$ cat config.mk
export PLATFORM = sky130hd
export DESIGN_NAME = logger_ctrl
export DESIGN_NICKNAME = d
export VERILOG_FILES = /design/src/shared/logger_pkg.sv /design/src/core/logger_ctrl.sv
export SDC_FILE = /design/constraint.sdc
export NUM_CORES = 2
export LEC_CHECK = 0
export ABC_AREA = 1
export BUFFER_PORTS_ARGS = -buffer_cell sky130_fd_sc_hd__buf_4
export CAP_MARGIN = 20
export CORE_ASPECT_RATIO = 0.8
export CORE_MARGIN = 2
export CORE_UTILIZATION = 36
export CTS_CLUSTER_SIZE = 40
export DETAILED_ROUTE_END_ITERATION = 8
export PLACE_DENSITY = 0.64
export SYNTH_ARGS = -nofsm -noshare
export SYNTH_HDL_FRONTEND = slang
export SYNTH_SLANG_ARGS = --single-unit
$ cat constraint.sdc
create_clock -name pclk -period 2.9 [get_ports pclk]
set_input_delay 0.435 -clock pclk [delete_from_list [all_inputs] [get_ports pclk]]
set_output_delay 0.435 -clock pclk [all_outputs]
set_load 0.005 [all_outputs]
$ cat src/shared/logger_pkg.sv
package logger_pkg;
  // Timing
  localparam int unsigned CLK_HZ       = 250_000_000;
  localparam int unsigned QTR_PER_S    = 4;
  localparam int unsigned QTR_CYCLES   = CLK_HZ / QTR_PER_S;
  localparam int unsigned SHORT_PRESS_S = 2;
  localparam int unsigned INDICATION_S  = 2;
  localparam int unsigned CONFIRM_S     = 5;
  localparam int unsigned SHORT_Q   = SHORT_PRESS_S * QTR_PER_S;
  localparam int unsigned IND_Q     = INDICATION_S * QTR_PER_S;
  localparam int unsigned CONFIRM_Q = CONFIRM_S * QTR_PER_S;
  localparam int unsigned INTERVAL_MIN_S = 1;
  localparam int unsigned INTERVAL_MAX_S = 18 * 3600;
  // Log and bins
  localparam int unsigned LOG_DEPTH = 3958;
  localparam int unsigned NUM_BINS  = 16;
  localparam logic [15:0] THR_OFF   = 16'hFFFF;
  // Register byte offsets
  localparam logic [11:0] OFF_CTRL      = 12'h000;
  localparam logic [11:0] OFF_INTERVAL  = 12'h004;
  localparam logic [11:0] OFF_CMD       = 12'h008;
  localparam logic [11:0] OFF_STATUS    = 12'h00C;
  localparam logic [11:0] OFF_SAMPLES   = 12'h010;
  localparam logic [11:0] OFF_RTC       = 12'h014;
  localparam logic [11:0] OFF_BIN_EN    = 12'h018;
  localparam logic [11:0] OFF_BIN_ALARM = 12'h01C;
  localparam logic [11:0] OFF_THR_BASE  = 12'h040;
  localparam logic [11:0] OFF_CNT_BASE  = 12'h080;
  localparam logic [11:0] BIN_WIN_MASK  = 12'hFC0;
  // CTRL bits
  localparam int unsigned CTRL_BE    = 0;
  localparam int unsigned CTRL_SD    = 1;
  localparam int unsigned CTRL_STORE = 2;
  // CMD bits (write-only)
  localparam int unsigned CMD_CLOCK = 0;
  localparam int unsigned CMD_START = 1;
  localparam int unsigned CMD_STOP  = 2;
  localparam int unsigned CMD_RESET = 3;
  // STATUS bits
  localparam int unsigned STS_LOG_MEMORY_FULL_FLAG = 2;
  localparam int unsigned STS_BIN     = 3;
  localparam int unsigned STS_ETA     = 4;
  localparam int unsigned STS_MKT     = 5;
  localparam int unsigned STS_SHELF   = 6;
  localparam int unsigned STS_BATT    = 7;

  typedef enum logic [1:0] {
    ST_STANDBY = 2'b00,
    ST_IDLE    = 2'b01,
    ST_ACTIVE  = 2'b10,
    ST_SLEEP   = 2'b11
  } op_state_e;

  typedef enum logic [2:0] {
    UI_IDLE    = 3'b000,
    UI_PRESS   = 3'b001,
    UI_HELD    = 3'b010,
    UI_CONFIRM = 3'b011,
    UI_RELEASE = 3'b100,
    UI_SHOW    = 3'b101
  } ui_state_e;
endpackage

$ cat src/core/logger_ctrl.sv
// Operation
// - Power-up lands in stand-by: log empty, clock stopped, bus still answers.
// - Idle runs the clock with an empty log, awaiting start.
// - Start comes from a reader command or the button sequence.
// - Active wakes every interval, samples, optionally stores the sample.
// - End of logging enters sleep; log held until reset command.
// - Sampling interval programmable from one second to eighteen hours.
// - Log holds at most 3958 samples, then storing stops.
// - Sixteen temperature bins, each with its own threshold alarm.
// - Button enable clear: status check only; set: start and stop too.
// - Press shorter than two seconds is a status check.
// - Battery good, no alarm: green steady for two seconds.
// - Battery good, alarm: red steady for two seconds.
// - Status alarm is OR of log_memory_full_flag, arrival, bin, kinetic, shelf flags.
// - Battery low: blink green or red by alarm for two seconds.
// - LEDs show ready with both lit, started and stopped states with alert colour.
// - Start needs long hold, release, confirming press within five seconds.
// - Accepted button start blinks slowly, green or red by alarm, and starts acquisition.
// - Button stop only when stop-disable bit is zero.
// - Stop needs long hold, release, confirming press within five seconds.
// - Accepted button stop lights green or red steady by alarm and ends acquisition.
// - Enabled bin alarms when counter reaches threshold; all ones disables.
`timescale 1ns/1ps
module logger_ctrl
  import logger_pkg::*;
#(
  parameter int unsigned QTR_CLKS = QTR_CYCLES
) (
  // Clock and reset
  input  wire logic        pclk,
  input  wire logic        presetn,
  // APB slave
  input  wire logic        psel,
  input  wire logic        penable,
  input  wire logic        pwrite,
  input  wire logic [11:0] paddr,
  input  wire logic [31:0] pwdata,
  output logic      [31:0] prdata,
  output logic             pready,
  output logic             pslverr,
  // Button pin and LEDs
  input  wire logic        button_pin,
  output logic             led_green,
  output logic             led_red,
  // Sensor and log memory side
  output logic             sample_req,
  input  wire logic        sample_valid,
  input  wire logic [3:0]  sample_bin,
  output logic             log_write,
  output logic      [11:0] log_addr,
  // Alarm and battery flags from neighbouring logic
  input  wire logic        arrival_time_alarm_flag,
  input  wire logic        kinetic_temperature_alarm_flag,
  input  wire logic        shelf_life_alarm_flag,
  input  wire logic        battery_low,
  // State view
  output logic      [1:0]  op_state
);

  typedef struct packed {
    op_state_e         st;
    ui_state_e         ui;
    logic [31:0]       qdiv;
    logic [1:0]        secq;
    logic [2:0]        blink;
    logic [4:0]        qcnt;
    logic              ui_stop;
    logic              show_alarm;
    logic              show_blink;
    logic [16:0]       interval;
    logic [16:0]       intv_cnt;
    logic              be;
    logic              sd;
    logic              store_en;
    logic [15:0]       bin_en;
    logic [15:0][15:0] thr;
    logic [15:0][15:0] cnt;
    logic [11:0]       samples;
    logic [11:0]       log_addr;
    logic [31:0]       rtc;
    logic [31:0]       prdata;
    logic              pready;
    logic              pslverr;
    logic              led_g;
    logic              led_r;
    logic              sample_req;
    logic              log_write;
    logic              btn_meta;
    logic              btn;
  } state_s;

  state_s      s_r;
  state_s      s_nxt;
  logic        qtick;
  logic        stick;
  logic        setup_acc;
  logic        wr_done;
  logic        mapped;
  logic [11:0] addr;
  logic [3:0]  bidx;
  logic [15:0] bin_alarm;
  logic        log_memory_full_flag;
  logic        any_alarm;
  logic        cmd_clock;
  logic        cmd_start;
  logic        cmd_stop;
  logic        cmd_reset;
  logic [16:0] wr_intv;
  logic        colour_red;

  always_comb begin
    s_nxt      = s_r;
    qtick      = (s_r.qdiv == QTR_CLKS - 1);
    stick      = qtick && (s_r.secq == 2'(QTR_PER_S - 1));
    addr       = {paddr[11:2], 2'b00};
    bidx       = paddr[5:2];
    setup_acc  = psel && penable && !s_r.pready;
    wr_done    = psel && penable && s_r.pready && pwrite;
    mapped     = 1'b0;
    cmd_clock  = 1'b0;
    cmd_start  = 1'b0;
    cmd_stop   = 1'b0;
    cmd_reset  = 1'b0;
    wr_intv    = pwdata[16:0];
    colour_red = 1'b0;
    log_memory_full_flag    = (s_r.samples >= 12'(LOG_DEPTH));
    for (int i = 0; i < NUM_BINS; i++) begin
      bin_alarm[i] = s_r.bin_en[i] && (s_r.thr[i] != THR_OFF)
                     && (s_r.cnt[i] >= s_r.thr[i]);
    end
    any_alarm = log_memory_full_flag || (|bin_alarm) || arrival_time_alarm_flag
                || kinetic_temperature_alarm_flag || shelf_life_alarm_flag;

    s_nxt.sample_req = 1'b0;
    s_nxt.log_write  = 1'b0;
    s_nxt.pready     = 1'b0;
    s_nxt.pslverr    = 1'b0;
    s_nxt.btn_meta   = button_pin;
    s_nxt.btn        = s_r.btn_meta;

    // Quarter-second and second enables
    s_nxt.qdiv = qtick ? 32'h0000_0000 : s_r.qdiv + 32'h0000_0001;
    if (qtick) begin
      s_nxt.secq  = s_r.secq + 2'h1;
      s_nxt.blink = s_r.blink + 3'h1;
    end
    if (stick && s_r.st != ST_STANDBY) begin
      s_nxt.rtc = s_r.rtc + 32'h0000_0001;
    end

    // Periodic wake-up while logging
    if (s_r.st == ST_ACTIVE && stick) begin
      if (s_r.intv_cnt + 17'h1 >= s_r.interval) begin
        s_nxt.intv_cnt   = 17'h0;
        s_nxt.sample_req = 1'b1;
      end else begin
        s_nxt.intv_cnt = s_r.intv_cnt + 17'h1;
      end
    end
    if (s_r.st == ST_ACTIVE && sample_valid) begin
      if (s_r.bin_en[sample_bin] && s_r.cnt[sample_bin] != 16'hFFFF) begin
        s_nxt.cnt[sample_bin] = s_r.cnt[sample_bin] + 16'h1;
      end
      if (s_r.store_en && !log_memory_full_flag) begin
        s_nxt.log_write = 1'b1;
        s_nxt.log_addr  = s_r.samples;
        s_nxt.samples   = s_r.samples + 12'h1;
      end
    end

    // APB: one wait state, read data captured in the first access cycle
    if (setup_acc) begin
      s_nxt.pready = 1'b1;
      s_nxt.prdata = 32'h0000_0000;
      mapped = 1'b1;
      if ((addr & BIN_WIN_MASK) == OFF_THR_BASE) begin
        s_nxt.prdata[15:0] = s_r.thr[bidx];
      end else if ((addr & BIN_WIN_MASK) == OFF_CNT_BASE) begin
        s_nxt.prdata[15:0] = s_r.cnt[bidx];
      end else begin
        unique case (addr)
          OFF_CTRL: begin
            s_nxt.prdata[CTRL_BE]    = s_r.be;
            s_nxt.prdata[CTRL_SD]    = s_r.sd;
            s_nxt.prdata[CTRL_STORE] = s_r.store_en;
          end
          OFF_INTERVAL:  s_nxt.prdata[16:0] = s_r.interval;
          OFF_CMD:       s_nxt.prdata = 32'h0000_0000;
          OFF_STATUS: begin
            s_nxt.prdata[1:0]         = s_r.st;
            s_nxt.prdata[STS_LOG_MEMORY_FULL_FLAG] = log_memory_full_flag;
            s_nxt.prdata[STS_BIN]     = |bin_alarm;
            s_nxt.prdata[STS_ETA]     = arrival_time_alarm_flag;
            s_nxt.prdata[STS_MKT]     = kinetic_temperature_alarm_flag;
            s_nxt.prdata[STS_SHELF]   = shelf_life_alarm_flag;
            s_nxt.prdata[STS_BATT]    = battery_low;
          end
          OFF_SAMPLES:   s_nxt.prdata[11:0] = s_r.samples;
          OFF_RTC:       s_nxt.prdata = s_r.rtc;
          OFF_BIN_EN:    s_nxt.prdata[15:0] = s_r.bin_en;
          OFF_BIN_ALARM: s_nxt.prdata[15:0] = bin_alarm;
          default:       mapped = 1'b0;
        endcase
      end
      s_nxt.pslverr = !mapped;
    end
    if (wr_done) begin
      if ((addr & BIN_WIN_MASK) == OFF_THR_BASE) begin
        s_nxt.thr[bidx] = pwdata[15:0];
      end else begin
        unique case (addr)
          OFF_CTRL: begin
            s_nxt.be       = pwdata[CTRL_BE];
            s_nxt.sd       = pwdata[CTRL_SD];
            s_nxt.store_en = pwdata[CTRL_STORE];
          end
          OFF_INTERVAL: begin
            // Out-of-range writes clamp rather than fault
            if (pwdata > 32'(INTERVAL_MAX_S)) begin
              s_nxt.interval = 17'(INTERVAL_MAX_S);
            end else if (wr_intv < 17'(INTERVAL_MIN_S)) begin
              s_nxt.interval = 17'(INTERVAL_MIN_S);
            end else begin
              s_nxt.interval = wr_intv;
            end
          end
          OFF_CMD: begin
            cmd_clock = pwdata[CMD_CLOCK];
            cmd_start = pwdata[CMD_START];
            cmd_stop  = pwdata[CMD_STOP];
            cmd_reset = pwdata[CMD_RESET];
          end
          OFF_BIN_EN: s_nxt.bin_en = pwdata[15:0];
          default: ;
        endcase
      end
    end

    // Button sequencer, timed in quarter seconds
    unique case (s_r.ui)
      UI_IDLE: begin
        if (s_r.btn) begin
          s_nxt.ui   = UI_PRESS;
          s_nxt.qcnt = 5'h0;
        end
      end
      UI_PRESS: begin
        if (!s_r.btn) begin
          if (s_r.qcnt < 5'(SHORT_Q)) begin
            s_nxt.ui         = UI_SHOW;
            s_nxt.qcnt       = 5'h0;
            s_nxt.show_alarm = any_alarm;
            s_nxt.show_blink = battery_low;
          end else begin
            s_nxt.ui = UI_IDLE;
          end
        end else if (qtick && s_r.qcnt < 5'(SHORT_Q)) begin
          s_nxt.qcnt = s_r.qcnt + 5'h1;
          if (s_r.qcnt == 5'(SHORT_Q - 1)) begin
            if (s_r.be && (s_r.st == ST_STANDBY || s_r.st == ST_IDLE)) begin
              s_nxt.ui      = UI_HELD;
              s_nxt.ui_stop = 1'b0;
            end else if (s_r.be && !s_r.sd && s_r.st == ST_ACTIVE) begin
              s_nxt.ui      = UI_HELD;
              s_nxt.ui_stop = 1'b1;
            end
          end
        end
      end
      UI_HELD: begin
        if (!s_r.btn) begin
          s_nxt.ui   = UI_CONFIRM;
          s_nxt.qcnt = 5'h0;
        end
      end
      UI_CONFIRM: begin
        if (s_r.btn) begin
          s_nxt.ui  = UI_RELEASE;
          cmd_start = cmd_start || !s_r.ui_stop;
          cmd_stop  = cmd_stop || s_r.ui_stop;
        end else if (qtick) begin
          s_nxt.qcnt = s_r.qcnt + 5'h1;
          if (s_r.qcnt == 5'(CONFIRM_Q - 1)) begin
            s_nxt.ui = UI_IDLE;
          end
        end
      end
      UI_RELEASE: begin
        // Confirming press must end before a new press is timed
        if (!s_r.btn) begin
          s_nxt.ui = UI_IDLE;
        end
      end
      UI_SHOW: begin
        if (qtick) begin
          s_nxt.qcnt = s_r.qcnt + 5'h1;
          if (s_r.qcnt == 5'(IND_Q - 1)) begin
            s_nxt.ui = UI_IDLE;
          end
        end
      end
      default: s_nxt.ui = UI_IDLE;
    endcase

    // Operating state; reset command wins over everything
    if (cmd_reset) begin
      s_nxt.st       = ST_STANDBY;
      s_nxt.samples  = 12'h0;
      s_nxt.cnt      = '0;
      s_nxt.rtc      = 32'h0000_0000;
      s_nxt.intv_cnt = 17'h0;
      s_nxt.log_write  = 1'b0;
      s_nxt.sample_req = 1'b0;
    end else begin
      unique case (s_r.st)
        ST_STANDBY: begin
          if (cmd_start) begin
            s_nxt.st       = ST_ACTIVE;
            s_nxt.intv_cnt = 17'h0;
          end else if (cmd_clock) begin
            s_nxt.st = ST_IDLE;
          end
        end
        ST_IDLE: begin
          if (cmd_start) begin
            s_nxt.st       = ST_ACTIVE;
            s_nxt.intv_cnt = 17'h0;
          end
        end
        ST_ACTIVE: begin
          if (cmd_stop || log_memory_full_flag) begin
            s_nxt.st = ST_SLEEP;
          end
        end
        ST_SLEEP: ;
      endcase
    end

    // LED driver
    if (s_r.ui == UI_SHOW) begin
      colour_red = s_r.show_alarm;
      s_nxt.led_g = !colour_red && (!s_r.show_blink || s_r.blink[0]);
      s_nxt.led_r = colour_red && (!s_r.show_blink || s_r.blink[0]);
    end else if (s_r.ui == UI_HELD || s_r.ui == UI_CONFIRM) begin
      s_nxt.led_g = !s_r.ui_stop && s_r.blink[0];
      s_nxt.led_r = s_r.ui_stop && s_r.blink[0];
    end else begin
      unique case (s_r.st)
        ST_STANDBY, ST_IDLE: begin
          s_nxt.led_g = 1'b1;
          s_nxt.led_r = 1'b1;
        end
        ST_ACTIVE: begin
          s_nxt.led_g = !any_alarm && s_r.blink[2];
          s_nxt.led_r = any_alarm && s_r.blink[2];
        end
        ST_SLEEP: begin
          s_nxt.led_g = !any_alarm;
          s_nxt.led_r = any_alarm;
        end
      endcase
    end
  end

  always_ff @(posedge pclk or negedge presetn) begin
    if (!presetn) begin
      s_r          <= '0;
      s_r.thr      <= '1;
      s_r.interval <= 17'(INTERVAL_MIN_S);
    end else begin
      s_r <= s_nxt;
    end
  end

  assign prdata     = s_r.prdata;
  assign pready     = s_r.pready;
  assign pslverr    = s_r.pslverr;
  assign led_green  = s_r.led_g;
  assign led_red    = s_r.led_r;
  assign sample_req = s_r.sample_req;
  assign log_write  = s_r.log_write;
  assign log_addr   = s_r.log_addr;
  assign op_state   = s_r.st;
endmodule

==> results.py <==
metrics = {
    "power": {
        "clkPwrFrac": 0.454,
        "power_density_nw_per_um2": 429,
        "vdd_drop_max_v": 0.000488,
        "p_seq_frac": 0.434,
        "p_total_mw": 23.6,
        "p_switching_mw": 6.56,
        "intPower_mw": 17.0,
        "p_leak_nw": 25.7,
        "swShare": 0.278,
        "combPwrFrac": 0.113,
    },
    "final_layout": {
        "area_delta_synth_final_pct": 21.3,
        "drive_above_1_share": 0.177,
        "finalInstanceArea_um2": 55000,
        "final_cell_count_no_fill": 8265,
        "nFillCells": 12500,
        "final_nets": 6893,
    },
    "hold_path": {
        "whs_path_depth": 3,
        "hold_path_class": "in -> reg",
        "min_from": "pwdata[6]",
        "min_delay_worst_endpoint": "s_r[650]",
    },
    "critical_path": {
        "crit_path_end_kind": "register",
        "crit_type": "reg -> reg",
        "cp.required_ps": 3510,
        "cp_slowest_cell": "dfrtp_1",
        "crit_chain": "ha_4 > nand2_4 > nor2_4 > nand2_2 > nor2_4 > nand2_2 > nor4_4 > nand3_2 > xnor2_2 > ha_1 > buf_6 > a21oi_2 > o21ai_2 > a21oi_2 > nand4_1 > nor2_4 > clkbuf_16 > a22oi_2 > nor2_1",
        "worstReg2RegStart": "s_r[628]",
        "rr_endpoint": "s_r[632]",
        "worst-path-buf-inv": 2,
        "critPathMaxFanout": 8,
        "crit_start": "s_r[628]",
        "crit_family": "simple AND/OR/NAND/NOR gates",
        "r2r_cells": 19,
        "worstPathArrival_ps": 3880,
        "slowest_delay_ps": 440,
        "crit_path_start_kind": "register",
        "rrSetupSlack_ps": -370,
        "cpMostUsedCell": "nor2_4",
    },
    "die": {
        "die_w_um": 401,
        "die_h_um": 321,
        "core_um2": 125000,
        "initial_core_util": 0.363,
        "design.die.area_um2": 129000,
        "rows": 116,
        "io_pins": 111,
    },
    "clock_tree": {
        "clkSlewWorstSetupHoldPaths_ps": 60,
        "clock_path_buffers": 3,
        "cts_tree": "done",
        "cts_max_level": 3,
        "clock_sinks": 711,
        "cts-root-buf": "clkbuf_16",
        "clock_latency_ps": 700,
        "cts_buffers": 78,
    },
    "timing": {
        "fin_crit_ps": 3270,
        "max-slew-margin-rel": 0.356,
        "skew_ps": 33.1,
        "fin_ws_ps": -369,
        "finalSetupViolCount": 18,
        "rsz0062_at_grt": "yes",
        "tightestPinTransition_ps": 959,
        "hold_violations": 0,
        "finalMaxSlewViolations": 0,
        "fmax_ghz": 0.306,
        "post-route-period-util": 1.13,
    },
    "yosys": {
        "synth_fa_ha_area_frac": 0.0790,
        "avgSynthCellArea_um2": 7.36,
        "ys.flop_type": "dfrtp_1",
        "syn-cell-area_um2": 45300,
        "synth_seq_cells": 711,
        "synthTopCellsByArea": "dfrtp_1, nand2_1, dfstp_2",
        "synth_edf_count": 0,
        "synthXorXnorAreaFrac": 0.0101,
        "synthMuxAreaShare": 0,
        "synthSimpleGateAreaFrac": 0.287,
        "seq_area_frac_synth": 0.400,
        "yosysTopAreaCellShare": 0.251,
        "synth_nets": 6504,
        "netlist_instances": 6159,
        "synth_compound_area_frac": 0.135,
        "yosys.area.top_type": "dfrtp_1",
        "yosysWarnings": 0,
        "synth_top_family_by_area": "simple AND/OR/NAND/NOR gates",
        "async_reset_ff_frac": 1.00,
        "synthDistinctLibCells": 53,
    },
    "routing": {
        "wl_um": 211000,
        "dr.pass1.iters": 8,
        "num_vias": 47200,
        "drt_iter0_drc": 6820,
        "routedWlPerCell_um": 25.5,
        "ant_nets": 0,
        "drc": 0,
        "avgViaCountPerCell": 5.72,
    },
    "placed_design": {
        "dpl.hpwl_um": 162000,
        "place_ws_ps": -547,
        "portBuffers": 108,
        "place_area_um2": 51600,
        "dp.cells": 8092,
        "gp_congestion": 1.05,
    },
    "status": {
        "outcome": "finished, violations left",
        "violations": "negative setup slack",
    },
    "grt": {
        "grt_max_degree": 74,
        "grt_pass1_wl_um": 302000,
        "overflow": 0,
        "grt_usage": 0.319,
        "antenna_found_initial": 20,
        "grt_pass1_vias": 43000,
    },
    "run": {
        "maxCapViolCount": 0,
    },
}
-- what timing repair did --
action | 4_1_cts | 5_1_grt
hold buffers | 5 | 0
setup endpoints to repair | 18 | 273
gates resized for setup | 18 | 73
pin swaps | 7 | 26
setup buffers | 11 | 11
endpoints found under the hold margin | 26 | 0
gates cloned | 0 | 3
-- per-stage QoR --
step                hold slack [ps]  utilization  TNS, ps
floorplan                       139            -        0
global placement                336        0.413   -98740
detailed placement              339        0.413  -110920
CTS                           0.159        0.436    -2560
global route                   40.7        0.440    -9080
finish                         30.1        0.440    -5880
-- registers in the layout (all words and copies together) (netlist names), 2 cells and up --
register	count
prdata	32
log_addr	12
op_state	2
s_r	658
-- cell families (layout without fill, tap and decap cells) --
logic type / Yosys count / in the layout
flip-flops: 711 / 711
AO/OA/AOI/OAI: 1061 / 1061
AND/OR/NAND/NOR: 3103 / 3103
buffers and inverters: 946 / 1397
other: 0 / 3
XOR/XNOR: 52 / 52
adder cells (fa/ha/maj): 286 / 286
-- synth_stat cells, types with 5 or more instances --
library cell  instances
buf_6                16
o22ai_1             114
o221ai_1              9
xnor2_1               9
a221oi_1              5
ha_1                286
a41oi_1               8
and2_1               14
o21ai_0             488
a21oi_1             200
clkbuf_1            185
buf_4                76
xor2_1               43
o21bai_1             16
nor3b_1               6
o21ai_1              12
nand4_1             217
buf_2                49
nor2_1              312
nor2_2                9
a22oi_1             141
a31oi_1              15
buf_1                23
dfstp_2             257
nand3_2              16
nand2_1            2079
nor3_1              113
o2111ai_1            18
dfrtp_1             454
nor4_1               41
inv_2                 9
a211oi_1             13
inv_1               583
o31ai_1              10
nand3_1             280
-- layer usage --
metal | vias up | GRT usage | wire length (µm)
met5 | - | 0.00597 | 217
met4 | 18 | 0.121 | 9190
met3 | 490 | 0.127 | 30700
met2 | 2841 | 0.423 | 80200
met1 | 22700 | 0.455 | 90600
li1 | 21200 | - | -
-- worst max path at each step --
stage	cells past startpoint	end	slack [ps]
after floorplan	20	s_r[642]	10
after global placement	20	s_r[106]	-520
after detailed placement	20	s_r[220]	-550
after CTS	20	s_r[635]	-170
after global routing	19	s_r[640]	-540
final	19	s_r[632]	-370
-- final cells by class --
class | count | area, µm² | share of cell area
clock inverter | 31 | 383 | 0.00696
timing repair buffer | 658 | 6280 | 0.114
sequential | 711 | 18100 | 0.330
tap | 1652 | 2070 | 0.0376
multi-input combinational | 4502 | 23600 | 0.429
antenna | 3 | 7.51 | 0.000137
clock buffer | 111 | 2290 | 0.0417
inverter | 597 | 2250 | 0.0409
-- power groups by stage --
stage          sequential, mW  combinational (mW)  clock (mW)
2_1_floorplan            10.4                1.26           0
5_1_grt                  10.2                2.82        11.2
3_5_place_dp             10.4                2.56           0
6_report                 10.2                2.65        10.7
3_3_place_gp             10.4                2.54           0
4_1_cts                  10.2                2.57        10.8
-- cell usage in the layout (no fill, tap or decap), drive strengths merged, types with 4 or more instances in the layout --
cell type	Yosys	final
a22oi	141	141
o21bai	16	16
o22ai	114	114
xor2	43	43
a31oi	15	15
bufinv	0	6
inv	593	598
nor2	322	322
dfstp	257	257
o31ai	10	10
a221oi	5	5
o211ai	4	4
ha	286	286
and2	14	14
xnor2	9	9
nor3	114	114
clkbuf	185	114
nand3	296	296
dlygate4sd3	0	5
buf	164	650
o21ai	501	501
clkinv	4	21
nand2	2083	2083
nor3b	6	6
o2111ai	18	18
a211oi	13	13
a41oi	8	8
dfrtp	454	454
nand3b	4	4
nand4	217	217
a21oi	201	201
nor4	41	41
o221ai	9	9
-- worst min-delay path: cells and delay by family --
kind / cells / cell delay, ps
compound gates: 1 / 70
buf+inv: 1 / 100
simple gates: 1 / 60
No activity file was read; power rests on OpenSTA's default activity.
